$ cat config.mk
export PLATFORM = sky130hd
export DESIGN_NAME = page_mode_data_stretch
export DESIGN_NICKNAME = d
export VERILOG_FILES = /design/src/rtl/stretch_decode.v /design/src/rtl/page_mode_data_stretch.v
export VERILOG_INCLUDE_DIRS = /design/src /design/src/rtl
export SDC_FILE = /design/constraint.sdc
export NUM_CORES = 1
export LEC_CHECK = 0
export BUFFER_PORTS_ARGS = -buffer_cell sky130_fd_sc_hd__buf_4
export CAP_MARGIN = 40
export CORE_ASPECT_RATIO = 1.1
export CORE_MARGIN = 1
export CORE_UTILIZATION = 55
export CTS_CLUSTER_DIAMETER = 30
export DETAILED_ROUTE_END_ITERATION = 16
export PLACE_DENSITY_LB_ADDON = 0.3
export RECOVER_POWER = 25
export SYNTH_ARGS = -nofsm -noshare
export SYNTH_HDL_FRONTEND = slang
export SYNTH_SLANG_ARGS = --single-unit
$ cat constraint.sdc
create_clock -name clk_sys -period 2.8 [get_ports clk_sys]
set_input_delay 0.14 -clock clk_sys [delete_from_list [all_inputs] [get_ports clk_sys]]
set_output_delay 0.14 -clock clk_sys [all_outputs]
set_load 0.02 [all_outputs]
$ cat src/rtl/page_stretch_regs.vh
// constants for the page-mode stretched external data transfer timer
// assumes one system clock domain; all counts are in system clocks
//
// Overview of operation
// - stretch codes map 0-3 and 7-10 cycles
// - code zero adds no stretch at all
// - codes 1-3 add exactly that many cycles
// - code 1: one clock setup, one hold
// - codes 4-7: two cycles setup, one hold
// - codes 4-7 widen latch strobe on miss
// - page hit completes sooner than miss
// - timing 11 behaves like non-page mode
// - timing 01 strobes 1,3,7..27 oscillator clocks
// - timing 10 strobes 2,4,8..28 oscillator clocks
// - strobe width scales with clock setting
// - each stretch cycle is four clocks
// - miss when upper address byte changes
// - miss pulses latch strobe, strobes idle
`ifndef PAGE_STRETCH_REGS_VH
`define PAGE_STRETCH_REGS_VH

// ************************************************
// encodings
// ************************************************
`define PTS_ONE_CYC      2'b00
`define PTS_TWO_CYC      2'b01
`define PTS_FOUR_CYC     2'b10
`define PTS_NONPAGE      2'b11
`define DIV_BY_ONE       2'b10
`define DIV_SLOWEST      2'b11
`define DIV_FAST         2'b00
`define SLOW_CODE_BIT    2

// ************************************************
// timing counts in system clocks
// ************************************************
`define STRETCH_CYC_CLKS 6'h04
`define SLOW_CYC_OFS     4'h3
`define HIT_LEN_ONE      6'h01
`define HIT_LEN_TWO      6'h02
`define HIT_LEN_FOUR     6'h04
`define STB_BASE_ONE     6'h01
`define STB_BASE_TWO     6'h02
`define FIRST_SETUP      6'h01
`define FIRST_HOLD       6'h01
`define SLOW_SETUP       6'h08
`define SLOW_HOLD        6'h04
`define STB_EXTRA_ADJ    6'h02
`define LEN_ZERO         6'h00
`define LEN_ONE          6'h01

// ************************************************
// oscillator quarter-clock scaling shifts
// ************************************************
`define SHIFT_MULT4      4'h0
`define SHIFT_MULT2      4'h1
`define SHIFT_DIV1       4'h2
`define SHIFT_DIV1024    4'hc

// ************************************************
// reset values
// ************************************************
`define RST_BYTE         8'h00
`define RST_WIDTH        17'h00000
`define RST_STRETCH      4'h0
`define RST_LEN          6'h00

`endif

$ cat src/rtl/stretch_decode.v
// decodes a stretch code into phase lengths for one external data transfer
// assumes purely combinational use by the transfer sequencer
`include "page_stretch_regs.vh"

module stretch_decode (
  input  wire [2:0] code,
  output reg  [3:0] stretch_cycles,
  output reg  [5:0] setup_extra,
  output reg  [5:0] hold_extra,
  output reg  [5:0] strobe_extra,
  output reg  [5:0] ale_extra
);

  always @*
  begin
    stretch_cycles = `RST_STRETCH;
    setup_extra    = `LEN_ZERO;
    hold_extra     = `LEN_ZERO;
    strobe_extra   = `LEN_ZERO;
    ale_extra      = `LEN_ZERO;
    if (code[`SLOW_CODE_BIT])
    begin
      // slow group: 7..10 cycles, 3 spent outside the strobe
      stretch_cycles = {1'b0, code} + `SLOW_CYC_OFS;
      setup_extra    = `SLOW_SETUP;
      hold_extra     = `SLOW_HOLD;
      ale_extra      = `STRETCH_CYC_CLKS;
      strobe_extra   = ({3'b000, code} * `STRETCH_CYC_CLKS) - `STB_EXTRA_ADJ;
    end
    else if (code != 3'b000)
    begin
      stretch_cycles = {1'b0, code};
      setup_extra    = `FIRST_SETUP;
      hold_extra     = `FIRST_HOLD;
      // four clocks per stretch cycle, two of them lent to setup and hold
      strobe_extra   = ({3'b000, code} * `STRETCH_CYC_CLKS) - `STB_EXTRA_ADJ;
    end
  end

endmodule

$ cat src/rtl/page_mode_data_stretch.v
// sequencer for one stretched external data transfer in page mode
// assumes clk_sys is the system clock and the core holds request inputs stable while idle
`include "page_stretch_regs.vh"

module page_mode_data_stretch (
  input  wire        clk_sys,
  input  wire        rst_n,
  input  wire        xfer_req,
  input  wire        xfer_write,
  input  wire [15:0] xfer_addr,
  input  wire [2:0]  data_stretch_sel,
  input  wire [1:0]  page_timing_sel,
  input  wire        page_mode_en,
  input  wire        clock_multiplier_sel,
  input  wire [1:0]  clock_divide_sel,
  output reg         busy_q,
  output reg         done_q,
  output reg         ale_q,
  output reg         rd_n_q,
  output reg         wr_n_q,
  output reg  [7:0]  addr_bus_q,
  output reg         page_miss_q,
  output reg  [3:0]  stretch_cycles_q,
  output reg  [16:0] strobe_quarters_q
);

  // ************************************************
  // states
  // ************************************************
  localparam [5:0] S_IDLE   = 6'b000001;
  localparam [5:0] S_ALE    = 6'b000010;
  localparam [5:0] S_SETUP  = 6'b000100;
  localparam [5:0] S_STROBE = 6'b001000;
  localparam [5:0] S_HOLD   = 6'b010000;
  localparam [5:0] S_DONE   = 6'b100000;

  reg  [5:0] state_q;
  reg  [5:0] state_d;
  reg  [5:0] cnt_q;
  reg  [5:0] cnt_d;
  reg  [5:0] setup_len_q;
  reg  [5:0] strobe_len_q;
  reg  [5:0] hold_len_q;
  reg  [7:0] page_q;
  reg        page_valid_q;
  reg        write_q;
  reg  [7:0] low_q;
  reg  [7:0] high_q;

  wire [3:0] dec_stretch;
  wire [5:0] dec_setup;
  wire [5:0] dec_hold;
  wire [5:0] dec_strobe;
  wire [5:0] dec_ale;

  // ************************************************
  // stretch decode
  // ************************************************
  stretch_decode u_decode (
    .code           (data_stretch_sel),
    .stretch_cycles (dec_stretch),
    .setup_extra    (dec_setup),
    .hold_extra     (dec_hold),
    .strobe_extra   (dec_strobe),
    .ale_extra      (dec_ale)
  );

  // ************************************************
  // base cycle per page timing
  // ************************************************
  reg  [1:0] eff_timing;
  reg  [5:0] hit_len;
  reg  [5:0] stb_base;
  reg        force_miss;

  always @*
  begin
    // page mode off runs the same bus cycle as timing 11
    eff_timing = page_mode_en ? page_timing_sel : `PTS_NONPAGE;
    force_miss = 1'b0;
    case (eff_timing)
      `PTS_ONE_CYC:
      begin
        hit_len  = `HIT_LEN_ONE;
        stb_base = `STB_BASE_ONE;
        // one-cycle page mode forces a miss on every data move
        force_miss = 1'b1;
      end
      `PTS_TWO_CYC:
      begin
        hit_len  = `HIT_LEN_TWO;
        stb_base = `STB_BASE_ONE;
      end
      `PTS_FOUR_CYC:
      begin
        hit_len  = `HIT_LEN_FOUR;
        stb_base = `STB_BASE_TWO;
      end
      default:
      begin
        // four-clock data cycle, address phase every time
        hit_len    = `HIT_LEN_TWO;
        stb_base   = `STB_BASE_TWO;
        force_miss = 1'b1;
      end
    endcase
  end

  // ************************************************
  // page compare
  // ************************************************
  wire miss_now = force_miss | ~page_valid_q | (xfer_addr[15:8] != page_q);
  wire start    = (state_q == S_IDLE) & xfer_req;

  // ************************************************
  // clock-setting scale for the reported strobe width
  // ************************************************
  reg  [3:0]  scale_shift;
  wire [5:0]  strobe_len_d = stb_base + dec_strobe;
  wire [16:0] strobe_scaled = {11'h000, strobe_len_d} << scale_shift;

  always @*
  begin
    // width in oscillator quarter clocks; one system clock is 1, 2, 4 or 4096 of them by setting
    if (clock_divide_sel == `DIV_SLOWEST)
      scale_shift = `SHIFT_DIV1024;
    else if (clock_divide_sel == `DIV_FAST)
      scale_shift = clock_multiplier_sel ? `SHIFT_MULT4 : `SHIFT_MULT2;
    else
      scale_shift = `SHIFT_DIV1;
  end

  // ************************************************
  // sequencer
  // ************************************************
  always @*
  begin
    state_d = state_q;
    cnt_d   = cnt_q;
    case (state_q)
      S_IDLE:
      begin
        if (xfer_req)
        begin
          if (miss_now)
          begin
            state_d = S_ALE;
            cnt_d   = hit_len + (dec_ale - `LEN_ONE);
          end
          else if ((hit_len - stb_base) + dec_setup != `LEN_ZERO)
          begin
            // hit skips the latch phase, hence shorter than a miss
            state_d = S_SETUP;
            cnt_d   = (hit_len - stb_base) + dec_setup - `LEN_ONE;
          end
          else
          begin
            state_d = S_STROBE;
            cnt_d   = strobe_len_d - `LEN_ONE;
          end
        end
      end
      S_ALE:
      begin
        if (cnt_q == `LEN_ZERO)
        begin
          if (setup_len_q != `LEN_ZERO)
          begin
            state_d = S_SETUP;
            cnt_d   = setup_len_q - `LEN_ONE;
          end
          else
          begin
            state_d = S_STROBE;
            cnt_d   = strobe_len_q - `LEN_ONE;
          end
        end
        else
          cnt_d = cnt_q - `LEN_ONE;
      end
      S_SETUP:
      begin
        if (cnt_q == `LEN_ZERO)
        begin
          state_d = S_STROBE;
          cnt_d   = strobe_len_q - `LEN_ONE;
        end
        else
          cnt_d = cnt_q - `LEN_ONE;
      end
      S_STROBE:
      begin
        if (cnt_q == `LEN_ZERO)
        begin
          if (hold_len_q != `LEN_ZERO)
          begin
            state_d = S_HOLD;
            cnt_d   = hold_len_q - `LEN_ONE;
          end
          else
            state_d = S_DONE;
        end
        else
          cnt_d = cnt_q - `LEN_ONE;
      end
      S_HOLD:
      begin
        if (cnt_q == `LEN_ZERO)
          state_d = S_DONE;
        else
          cnt_d = cnt_q - `LEN_ONE;
      end
      S_DONE:
        state_d = S_IDLE;
      default:
      begin
        state_d = S_IDLE;
        cnt_d   = `LEN_ZERO;
      end
    endcase
  end

  always @(posedge clk_sys or negedge rst_n)
  begin
    if (!rst_n)
    begin
      state_q <= S_IDLE;
      cnt_q   <= `RST_LEN;
    end
    else
    begin
      state_q <= state_d;
      cnt_q   <= cnt_d;
    end
  end

  // ************************************************
  // per-transfer capture
  // ************************************************
  always @(posedge clk_sys or negedge rst_n)
  begin
    if (!rst_n)
    begin
      setup_len_q       <= `RST_LEN;
      strobe_len_q      <= `RST_LEN;
      hold_len_q        <= `RST_LEN;
      write_q           <= 1'b0;
      low_q             <= `RST_BYTE;
      high_q            <= `RST_BYTE;
      page_q            <= `RST_BYTE;
      page_valid_q      <= 1'b0;
      page_miss_q       <= 1'b0;
      stretch_cycles_q  <= `RST_STRETCH;
      strobe_quarters_q <= `RST_WIDTH;
    end
    else if (start)
    begin
      // code is sampled once here and not looked at again until idle
      setup_len_q       <= (hit_len - stb_base) + dec_setup;
      strobe_len_q      <= strobe_len_d;
      hold_len_q        <= dec_hold;
      write_q           <= xfer_write;
      low_q             <= xfer_addr[7:0];
      high_q            <= xfer_addr[15:8];
      page_q            <= xfer_addr[15:8];
      page_valid_q      <= 1'b1;
      page_miss_q       <= miss_now;
      stretch_cycles_q  <= dec_stretch;
      strobe_quarters_q <= strobe_scaled;
    end
  end

  // ************************************************
  // bus outputs, registered from next state
  // ************************************************
  always @(posedge clk_sys or negedge rst_n)
  begin
    if (!rst_n)
    begin
      busy_q     <= 1'b0;
      done_q     <= 1'b0;
      ale_q      <= 1'b0;
      rd_n_q     <= 1'b1;
      wr_n_q     <= 1'b1;
      addr_bus_q <= `RST_BYTE;
    end
    else
    begin
      busy_q <= (state_d != S_IDLE);
      done_q <= (state_d == S_DONE);
      // latch strobe only with the upper byte out, strobes kept idle
      ale_q  <= (state_d == S_ALE);
      rd_n_q <= ~((state_d == S_STROBE) & ~(start ? xfer_write : write_q));
      wr_n_q <= ~((state_d == S_STROBE) & (start ? xfer_write : write_q));
      if (state_d == S_ALE)
        addr_bus_q <= start ? xfer_addr[15:8] : high_q;
      else if (state_d != S_IDLE)
        addr_bus_q <= start ? xfer_addr[7:0] : low_q;
    end
  end

endmodule

# ---- After elaboration in Yosys (flattened, before gate mapping)
# Index checks and enable logic that the tools add are counted.
dict set report totals {
  word_cells 111
  reg_bits 91
  input_bits 29
}
dict set report op_classes {
  eq_ne 17
  bitwise_logic 10
  n_reduce_logical 11
  add_sub_neg 13
  muxes 40
  shifts 1
}
# cell n
set ops {}
lappend ops {{2-to-1 mux 6 bit} 19}
lappend ops {{subtractor 6 x 1 -> 6 bit, second input constant} 7}
lappend ops {{one-hot mux 6 bit (6 select lines)} 1}
lappend ops {{2-to-1 mux 8 bit} 4}
lappend ops {{one-hot mux 6 bit (5 select lines)} 1}
lappend ops {{2-to-1 mux 4 bit} 5}
lappend ops {{adder 6 bit} 3}
lappend ops {{nonzero test 6 bit} 3}
lappend ops {{<< shifter 6 x 4 -> 17 bit} 1}
lappend ops {{== test 6 x 2 -> 1 bit, second input constant} 2}
lappend ops {{== test 6 x 4 -> 1 bit, second input constant} 2}
lappend ops {{== test 6 bit, second input constant} 2}
lappend ops {{2-to-1 mux 2 bit} 4}
lappend ops {{inequality test 8 bit} 1}
lappend ops {{== test 6 x 1 -> 1 bit, second input constant} 1}
lappend ops {{== test 6 x 3 -> 1 bit, second input constant} 1}
lappend ops {{== test 6 x 5 -> 1 bit, second input constant} 1}
lappend ops {{logical NOT 6 bit} 1}
lappend ops {{inequality test 6 x 1 -> 1 bit, second input constant} 1}
lappend ops {{one-hot mux 3 bit (2 select lines)} 1}
lappend ops {{subtractor 5 x 2 -> 6 bit, second input constant} 1}
lappend ops {{subtractor 6 bit} 1}
lappend ops {{NOT 1 bit} 5}
lappend ops {{adder 3 x 2 -> 4 bit, second input constant} 1}
lappend ops {{13 further kinds} 23}

# ---- Longest topological paths before layout
# Gate-level depths: netlist (run 1).
dict set report depth {
  ltp_word 14
  ltp_mapped 16
  depth_no_buf 15
}

# ---- Modules after synthesis
# A second synthesis (run 1) with hierarchy kept.
dict set report unflattened {
  cells_unflattened 657
  hier_area_um2 5683.0
}
# mod n_inst area_each_um2 seq_area_each_um2 cells_per_inst
set modules_own_cells {}
lappend modules_own_cells {page_mode_data_stretch 1 5383.9 2280.9 619}
lappend modules_own_cells {stretch_decode 1 299.0 0.0 38}

# ---- Worst setup path after synthesis (run 1)
# OpenSTA, ideal clock, no wires.
dict set report synth_timing {
  path_type {input to register}
  start {input port page_mode_en}
  end {register cnt_q[1]}
  cell_stages 15
  slack_ns -0.051
  path_buffers 1
  required_time_ns 2.717
  setup_ns 0.083
  t_arrival_ns 2.768
  path_cell_list {nor2b_1 inv_1 ha_1 inv_1 ha_1 xnor2_1 and3_1 clkbuf_1 and3_1 a21oi_1 ha_1 inv_1 mux2i_1 o221a_2 o21ai_0}
}
dict set report synth_between {
  elab_chain_len 11
  word_cells_on_any_way 22
  cone_classes {add/sub: 6; eq/ne: 2; mux: 8; bitwise: 2; reduce/logical: 4}
}
# item line
set synth_rtl {}
lappend synth_rtl {{start, declared} page_mode_data_stretch.v:13} ;# input wire page_mode_en,
lappend synth_rtl {{2-to-1 mux 2 bit (no line) *} --}
lappend synth_rtl {{== test 2 x 1 -> 1 bit or logical NOT 2 bit (tied branches)} page_mode_data_stretch.v:81} ;# case (eff_timing)
lappend synth_rtl {{OR reduction 2 bit (no line)} --}
lappend synth_rtl {{2-to-1 mux 2 bit} page_mode_data_stretch.v:81}
lappend synth_rtl {{subtractor 6 bit} {page_mode_data_stretch.v:150, page_mode_data_stretch.v:154}}
lappend synth_rtl {{adder 6 bit} {page_mode_data_stretch.v:150, page_mode_data_stretch.v:154}}
lappend synth_rtl {{subtractor 6 x 1 -> 6 bit (no line) or nonzero test 6 bit (tied branches)} --}
lappend synth_rtl {{2-to-1 mux 6 bit} page_mode_data_stretch.v:150} ;# else if ((hit_len - stb_base) + dec_setup != `LEN_ZERO)
lappend synth_rtl {{2-to-1 mux 6 bit *} page_mode_data_stretch.v:145} ;# if (miss_now)
lappend synth_rtl {{2-to-1 mux 6 bit *} page_mode_data_stretch.v:143} ;# if (xfer_req)
lappend synth_rtl {{one-hot mux 6 bit (6 select lines) *} page_mode_data_stretch.v:140} ;# case (state_q)
lappend synth_rtl {{end signal, assigned} page_mode_data_stretch.v:228} ;# cnt_q <= `RST_LEN;
lappend synth_rtl {{end signal, assigned} page_mode_data_stretch.v:233} ;# cnt_q <= cnt_d;
lappend synth_rtl {{end, declared} page_mode_data_stretch.v:39} ;# reg [5:0] cnt_q;
# Every way passes the cells marked *; elsewhere a longest branch is shown, timed or not. The select of a mux whose other input is x is not followed.
# A chain may end at the register's enable or synchronous reset.

# ---- Worst setup path in the final report (run 1)
dict set report layout_timing {
  start {register cnt_q[0]}
  end {register cnt_q[2]}
}
dict set report layout_between {
  elab_chain_len 3
  word_cells_on_any_way 10
  cone_classes {add/sub: 1; eq/ne: 2; mux: 5; reduce/logical: 2}
}
# item line
set layout_rtl {}
lappend layout_rtl {{subtractor 6 x 1 -> 6 bit (no line) or logical NOT 6 bit (tied branches)} --}
lappend layout_rtl {{2-to-1 mux 6 bit (tied with other cells)} page_mode_data_stretch.v:208} ;# if (cnt_q == `LEN_ZERO)
lappend layout_rtl {{one-hot mux 6 bit (6 select lines) or AND reduction 4 bit (tied branches)} --}
# Parallel ways exist; a longest one is shown, timed or not. The select of a mux whose other input is x is not followed.

==> impl_metrics.ini, run 1 <==
[worst_setup_path]
cp.arrival_ps = 2740
crit_path_cell_trace = inv_1 > ha_1 > nor4b_1 > nand2_1 > o311a_1 > nor3_1 > o31a_1 > o31ai_1
cp.required_ps = 3040
slowest_delay_ps = 430
start_kind = flip-flop
crit_type = reg2reg
r2r_end = cnt_q[2]
cp-end-kind = flip-flop
slowest_stage = dfrtp_1
r2r_slack_ps = 300
worstRegToRegCells = 8
r2r_start = cnt_q[0]
path_max_fanout = 7

[timing]
min_period_ps = 2500
hold_violations = 0
worst_pin_slew_ps = 1360
rsz0062_at_grt = no
worst_slack_ps = 297
setup_violations = 0
slew_headroom_pct = 9.11
fin_crit_sh_pct = 89.4
finClkSkew_ps = 14.0
timing.final.max_slew_violations = 0
fmax_ghz = 0.399

[placed_design]
portBuffers = 63
gp_congestion = 0.929
hpwl_um = 8590
pre_cts_ws_ps = -44.9

[synthesis]
synth-compound-area-share_pct = 17.7
syn_avg_cell_area_um2 = 9.38
yosys.area.top_type_share_pct = 41.0
syn_area_mm2 = 0.00513
syn-num-nets = 602
synth-seq-area-share_pct = 42.5
ys_ff_latch = 87
synth_warnings = 0
synth_top_cell_by_area = dfrtp_1
synth_cells = 547
synth_adder_area_share_pct = 6.34
synth_edf_count = 0
ys.flop_type = dfrtp_1
muxShareOfSynthArea_pct = 2.02
synth_top_family_by_area = simple AND/OR/NAND/NOR gates
synth-simple-area-share_pct = 21.8
synthDistinctLibCells = 73
synth_area_leaders = dfrtp_1 (41%), nand2_1 (8.6%), ha_1 (6.3%), o21ai_0 (3.0%), xnor2_1 (2.4%)
synth_xor_area_share_pct = 4.78
async_flop_share_pct = 100

[route]
wl_um = 11800
postRouteAntennaNets = 0
drc = 0
dr.pass1.iters = 5
viasPerCell = 5.73
vias = 4281
wl_per_cell_um = 15.7
drt_iter0_markers = 224

[clock_network]
numCtsBuffers = 9
clk_pin_slew_ps = 100
htreeDepth = 3
cts_hold_buf = 7
cts-root-buf = clkbuf_8
clockBufferDepth = 2
cts-resized-gates = 0
numClockSinks = 87
insertion_delay_ps = 360
post_cts_buffers = 0
tritoncts = built

[finish]
final_util_pct = 67.7
fillers = 709
drive_above_1_share_pct = 20.1
fin_nets = 683
final_cell_mix = nand2_1 (118), dfrtp_1 (84), buf_4 (80)
syn_to_final_growth_pct = 18.2
diodes = 0
final_common_cell = nand2_1

[min_path]
min_path_cells = 3
worst_hold_path_type = in2reg
hold_start = xfer_write
whs_endpoint = write_q

[power]
peakVddDrop_uv = 547
p_per_area_mw_per_mm2 = 916
leakagePower_nw = 2.94

[floorplan]
start_util_pct = 57.2
dieArea_mm2 = 0.00972
ios = 64
chipWidth_um = 94.1
dieHeight_um = 103
core_mm2 = 0.00896
num_rows = 36

[global_routing]
grt_pass1_vias = 4209
overflow = 0
track_usage_pct = 26.3
grt_pass1_wl_um = 19700
grt_start_max_net_pins = 74
antenna_found_initial = 0

[flow_run]
max_cap_violations = 0

[run_status]
status = finished clean
critical path: cells and delay by family, from the launching register on:
kind	cells	cell delay, ps
adder cells (fa/ha/maj)	1	210
buffers and inverters	1	70
flip-flops	1	430
AO/OA/AOI/OAI	3	650
AND/OR/NAND/NOR	3	1020
area by class of cell:
cell class	instances	area [µm²]	share of cell area, %
Clock buffer	10	138	2.27
Inverter	30	113	1.86
Timing Repair Buffer	91	712	11.7
Sequential cell	87	2180	36.0
Tap cell	114	143	2.35
Multi-Input combinational cell	409	2710	44.6
Clock inverter	6	75.1	1.24
how the worst max path moves through the flow:
stage	from	to	slack [ps]	depth (start not counted)
3_3_place_gp	data_stretch_sel[0]	cnt_q[1]	110	16
4_1_cts	cnt_q[0]	cnt_q[2]	310	8
2_1_floorplan	page_timing_sel[0]	cnt_q[1]	7	15
5_1_grt	rst_n	strobe_len_q[5]	50	3
3_5_place_dp	page_timing_sel[0]	cnt_q[1]	-40	15
6_report	cnt_q[0]	cnt_q[2]	300	8
synthesized netlist by cell type (3+ instances only):
cell / instances
clkbuf_1: 4
mux2i_1: 7
o2111ai_1: 3
xnor2_1: 14
a21oi_1: 21
nand3b_1: 9
nor2_1: 20
o41ai_1: 3
and3_1: 3
nand4_1: 12
a22o_1: 8
xor2_1: 14
o31ai_1: 4
nor3_1: 12
buf_4: 3
buf_2: 8
ha_1: 26
o211a_1: 8
nand2_1: 118
or2_2: 3
nor4_1: 4
o21ai_0: 31
nor2b_1: 9
dfstp_2: 3
or3_1: 4
nand2b_1: 8
nor3b_1: 4
inv_1: 30
dfrtp_1: 84
o211ai_1: 7
and2_1: 4
mux2_2: 3
buf_6: 5
power by group:
part           switching [mW]  leakage (nW)  internal (mW)
Clock                   0.486         0.111          0.453
Combinational            1.49          1.73           1.08
Sequential              0.315          1.10           1.72
Total                    2.30          2.94           3.26
cell families after synthesis:
logic type               Yosys count
AO/OA/AOI/OAI                    120
XOR/XNOR                          28
adder cells (fa/ha/maj)           26
buffers and inverters             51
flip-flops                        87
multiplexers                      10
AND/OR/NAND/NOR                  225
metal layers:
layer	track usage, %	wire length [µm]	share of wire (%)
met1	32.9	5160	44
met2	44.5	5700	49
met4	12.7	373	3.2
met3	4.82	516	4.4
met5	0	0	0
metrics by stage:
| step | total power [mW] | TNS [ps] | hold WS [ps] | std cells | area [µm²] |
|---|---|---|---|---|---|
| after detailed placement | 4.62 | -44.9 | 84.2 | 723 | 5800 |
| after global routing | 5.98 | 0 | 8.49 | 747 | 6070 |
| after floorplan | 3.86 | 0 | -156 | 547 | 5140 |
| after CTS | 5.59 | 0 | 0.252 | 746 | 6080 |
| after global placement | 4.54 | 0 | 351 | 722 | 5770 |
| final | 5.55 | 0 | 7.49 | 747 | 6070 |
flip-flops by register name (all words and copies together) (netlist names):
register / flops
page_valid_q: 1
done_q: 1
cnt_q: 6
high_q: 8
page_q: 8
strobe_quarters_q: 17
addr_bus_q: 8
busy_q: 1
ale_q: 1
low_q: 8
wr_n_q: 1
strobe_len_q: 6
state_q: 6
setup_len_q: 6
stretch_cycles_q: 4
page_miss_q: 1
hold_len_q: 2
rd_n_q: 1
write_q: 1
No activity file was read; power rests on OpenSTA's default activity.
==> run 2: changes to the inputs <==
ABC_AREA = 1   (was unset)
CORE_MARGIN = 2   (was 1)
==> impl_metrics.ini, run 2 <==
[worst_setup_path]
crit_buf_inv = 6
cp.required_ps = 3100
cp_top_family = adder cells
cpMostUsedCell = nand2_1
cp.arrival_ps = 2830
worstRegToRegCells = 12
crit_path_cell_trace = buf_4 > inv_1 > ha_1 > inv_1 > ha_1 > ha_1 > ha_1 > inv_1 > nand2_1 > nor2_1 > nand2_1 > inv_1 > nand2_1 > nor2_4 > nand2_1 > nand2_1 > inv_2 > ha_1 > a21oi_1 > o21ai_0 > nand3_1 > nand2_1 > o21ai_0
crit_type = in2reg
cp-end-kind = flip-flop
slowest_stage = ha_1
r2r_slack_ps = 620
r2r_end = cnt_q[2]
start_kind = input pin
r2r_start = cnt_q[0]
slowest_delay_ps = 290
path_max_fanout = 6

[route]
viasPerCell = 5.32
drc = 0
vias = 4409
dr.pass1.iters = 5
wl_per_cell_um = 14.5
drt_iter0_markers = 236
postRouteAntennaNets = 0
wl_um = 12000

[timing]
setup_violations = 0
fmax_ghz = 0.395
fin_hold_ws_ps = 4.04
finClkSkew_ps = 11.9
min_period_ps = 2530
hold_violations = 0
timing.final.max_slew_violations = 39
fin_crit_sh_pct = 90.4
slew_headroom_pct = -38.6
rsz0062_at_grt = no
worst_pin_slew_ps = 2080
setup_tns_ps = 0

[synthesis]
yosysMostFrequentCell = nand2_1
syn_avg_cell_area_um2 = 8.17
synthTopCellsByCount = nand2_1 (158), dfrtp_1 (84), inv_1 (76), o21ai_0 (57), nor2_1 (47)
syn-num-nets = 682
async_flop_share_pct = 100
synth_edf_count = 0
synth_cells = 627
synth-seq-area-share_pct = 42.6
synth_top_cell_by_area = dfrtp_1
synth_warnings = 0
syn_area_mm2 = 0.00512
ys_ff_latch = 87
yosys.area.top_type_share_pct = 41.0
ys.flop_type = dfrtp_1
synthDistinctLibCells = 47
synth_area_leaders = dfrtp_1 (41%), nand2_1 (12%), ha_1 (6.4%), o21ai_0 (5.6%), inv_1 (5.6%)

[finish]
max_flop_register = strobe_quarters_q
fin_nets = 764
final_common_cell = nand2_1
design_area_mm2 = 0.00597
largest_register_ffs = 17
final_util_pct = 66.6
drive_above_1_share_pct = 17.5
ff_latch_area_mm2 = 0.00218
final_cell_mix = nand2_1 (158), dfrtp_1 (84), inv_1 (76)
multi_input_area_mm2 = 0.00249
fillers = 766
syn_to_final_growth_pct = 16.6
diodes = 0

[clock_network]
insertion_delay_ps = 380
cts-root-buf = clkbuf_8
clk_pin_slew_ps = 100
tritoncts = built
clockBufferDepth = 2
numClockSinks = 87
numCtsBuffers = 9
htreeDepth = 3

[power]
p_per_area_mw_per_mm2 = 959
fin_total_pwr_mw = 5.72
leakagePower_nw = 3.05
peakVddDrop_uv = 559

[global_routing]
grt.met3_usage_pct = 4.97
met2_usage_pct = 40.5
overflow = 0
grt_start_max_net_pins = 69
busiest_layer = met2
antenna_found_initial = 0
grt_use_met1_pct = 35.3
grt_pass1_wl_um = 20600
track_usage_pct = 25.9
grt_pass1_vias = 4406

[placed_design]
hpwl_um = 8870
dpl-instance-area_mm2 = 0.00570
portBuffers = 63
gp_congestion = 0.971

[floorplan]
core_mm2 = 0.00896
dieArea_mm2 = 0.0101
start_util_pct = 57.1
chipWidth_um = 96.0
num_rows = 36
dieHeight_um = 105
ios = 64

[min_path]
worst_hold_path_type = in2reg
min_path_cells = 3
hold_start = xfer_addr[14]
whs_endpoint = page_q[6]

[run_status]
status = finished, violations left
violations = max-capacitance violations, max-slew violations

[flow_run]
max_cap_violations = 1
## run 2: changes by cell type in the layout (fill, tap and decap cells not counted), sizes merged, moves of 9 or more
| cell | before | now |
|---|---|---|
| buf | 81 | 56 |
| clkbuf | 12 | 26 |
| inv | 33 | 95 |
| nand2 | 119 | 166 |
| nand3 | 3 | 34 |
| nand3b | 9 | 0 |
| nor2 | 22 | 53 |
| nor2b | 9 | 0 |
| o21ai | 33 | 59 |
## run 2: metrics by stage
stage	cells	setup slack (ps)
global placement	800	75.3
global route	828	31.2
CTS	828	274
detailed placement	800	-48.4
finish	828	269
floorplan	627	166
## run 2: final cells by class
type | instances | area share, %
Tap cell | 114 | 2.39
Multi-Input combinational cell | 435 | 41.6
Sequential cell | 87 | 36.5
Timing Repair Buffer | 85 | 10.1
Clock buffer | 9 | 2.07
Clock inverter | 7 | 1.45
Inverter | 91 | 5.80
## run 2: how the worst max path moves through the flow
stage	cells after the start	to	slack (ps)	start
4_1_cts	21	cnt_q[1]	270	data_stretch_sel[0]
6_report	23	cnt_q[1]	270	data_stretch_sel[0]
3_3_place_gp	21	cnt_q[1]	80	data_stretch_sel[0]
2_1_floorplan	22	cnt_q[1]	170	page_mode_en
3_5_place_dp	21	cnt_q[1]	-50	data_stretch_sel[0]
5_1_grt	23	cnt_q[1]	30	data_stretch_sel[0]
## run 2: where the power goes
part           total (mW)  switching (mW)  internal, mW
Clock               0.937           0.504         0.432
Sequential           2.03           0.277          1.76
Combinational        2.75            1.79         0.962
## run 2: kinds of logic (layout without fill, tap and decap cells)
logic type	count (synthesis)	after routing	synth area share, %
mux	10	10	1.95
flops	87	87	42.6
fa+ha+maj	26	26	6.35
simple gates	277	277	25.0
xor+xnor	14	14	2.39
buf+inv	105	192	8.92
compound gates	108	108	12.8
## run 2: worst min-delay path, delay by kind of cell
family / cells / cell delay, ps
buf+inv: 1 / 90
simple gates: 2 / 110
## run 2: repair_timing
action,CTS,global route
setup endpoints to repair,0,3
gates resized for setup,0,1
buffers inserted,0,0
hold buffers,12,0
hold endpoints to repair,46,0
## run 2: per-layer routing
layer / vias to the layer above / part of all wire, %
met1: 2089 / 44
met2: 115 / 50
met4: 0 / 2.0
met5: - / 0
met3: 22 / 4.4
li1: 2183 / -
==> run 3: changes to the inputs <==
ABC_AREA = 0   (was 1)
==> impl_metrics.ini, run 3 (synthesized netlist as in run 1, its figures left out) <==
[placed_design]
portBuffers = 63
pre_cts_ws_ps = -31.0
dpl-instance-area_mm2 = 0.00579
hpwl_um = 8650
dp_cells = 724
gp_congestion = 0.942

[finish]
largest_register_ffs = 17
drive_above_1_share_pct = 20.2
final_cell_mix = nand2_1 (118), dfrtp_1 (84), buf_4 (82)
design_area_mm2 = 0.00606
fin_nets = 684
final_cells = 748
max_flop_register = strobe_quarters_q
final_common_cell = nand2_1
syn_to_final_growth_pct = 18.1
diodes = 0

[worst_setup_path]
start_kind = flip-flop
slowest_delay_ps = 450
cp.arrival_ps = 2760
path_max_fanout = 7
cp.required_ps = 3030
crit_type = reg2reg
crit_path_cell_trace = inv_1 > ha_1 > nor4b_1 > nand2_1 > o311a_1 > nor3_1 > o31a_1 > o31ai_1
slowest_stage = nor4b_1
cp-end-kind = flip-flop

[power]
p_per_area_mw_per_mm2 = 919
leakagePower_nw = 2.93
fin_total_pwr_mw = 5.57
peakVddDrop_uv = 475

[route]
wl_per_cell_um = 15.9
wl_um = 11900
drc = 0
vias = 4315
dr.pass1.iters = 5
drt_iter0_markers = 285
viasPerCell = 5.77
postRouteAntennaNets = 0

[global_routing]
grt_pass1_vias = 4219
track_usage_pct = 25.2
grt_start_max_net_pins = 76
grt_pass1_wl_um = 20200
antenna_found_initial = 0
overflow = 0

[clock_network]
numClockSinks = 87
clk_pin_slew_ps = 100
cts-resized-gates = 0
numCtsBuffers = 9
tritoncts = built
htreeDepth = 3
clockBufferDepth = 2
cts-root-buf = clkbuf_8
insertion_delay_ps = 360

[timing]
fin_crit_sh_pct = 90.2
worst_pin_slew_ps = 1380
hold_violations = 0
rsz0062_at_grt = no
slew_headroom_pct = 7.87
min_period_ps = 2520
finClkSkew_ps = 15.5
timing.final.max_slew_violations = 0
setup_violations = 0
fin_hold_ws_ps = 8.70
worst_slack_ps = 275
fmax_ghz = 0.396

[floorplan]
num_rows = 36
chipWidth_um = 96.1
start_util_pct = 57.2
dieArea_mm2 = 0.0101
dieHeight_um = 105
ios = 64
core_mm2 = 0.00896

[min_path]
worst_hold_path_type = in2reg

[run_status]
status = finished clean

[flow_run]
max_cap_violations = 0
-- run 3: per-layer routing --
metal	up-vias	track usage, %	wire length, µm	part of all wire [%]
li1	2073	-	-	-
met1	2098	34.6	5170	44
met2	123	39.9	5910	50
met3	21	4.22	528	4.4
met4	0	9.08	275	2.3
met5	-	0	0	0
-- run 3: area by class of cell --
cell class	instances	area, µm²
flip-flops and latches	87	2180
multi-input cells	409	2710
clock buffers	9	124
clock inverters	7	86.3
fillers	709	2910
inverters	30	113
repair buffers	92	707
well taps	114	143
-- run 3: where the power goes --
group	internal (mW)	switching, mW	total, mW
Clock	0.433	0.511	0.944
Sequential	1.72	0.326	2.05
Combinational	1.08	1.50	2.58
Total	3.23	2.34	5.57
-- run 3: worst max-delay path: cells and delay by family, from the launching register on --
| kind | cells | cell delay [ps] |
|---|---|---|
| AO/OA/AOI/OAI | 3 | 660 |
| adder cells (fa/ha/maj) | 1 | 210 |
| buffers and inverters | 1 | 80 |
| flip-flops | 1 | 420 |
| AND/OR/NAND/NOR | 3 | 1040 |
-- run 3: stage by stage --
| stage | setup TNS, ps | util, % |
|---|---|---|
| floorplan | 0 | - |
| global placement | 0 | 64.3 |
| detailed placement | -31.0 | 64.6 |
| CTS | 0 | 67.9 |
| global route | 0 | 67.6 |
| finish | 0 | 67.6 |
-- run 3: worst paths after layout --
kind | from | endpoint | slack (ps) | cells after the start
max | cnt_q[0] | cnt_q[2] | 280 | 8
min | xfer_write | write_q | 9 | 3
max reg2reg | cnt_q[0] | cnt_q[2] | 280 | 8
min reg2reg | page_valid_q | page_valid_q | 480 | 1
max in group asynchronous | rst_n | strobe_len_q[2] | 530 | 3
min in group asynchronous | rst_n | state_q[5] | 610 | 2
-- run 3: repair_timing --
item | CTS | global route
setup endpoints to repair | 0 | 0
endpoints found under the hold margin | 30 | 0
hold buffers | 8 | 0
setup buffers | 0 | 0
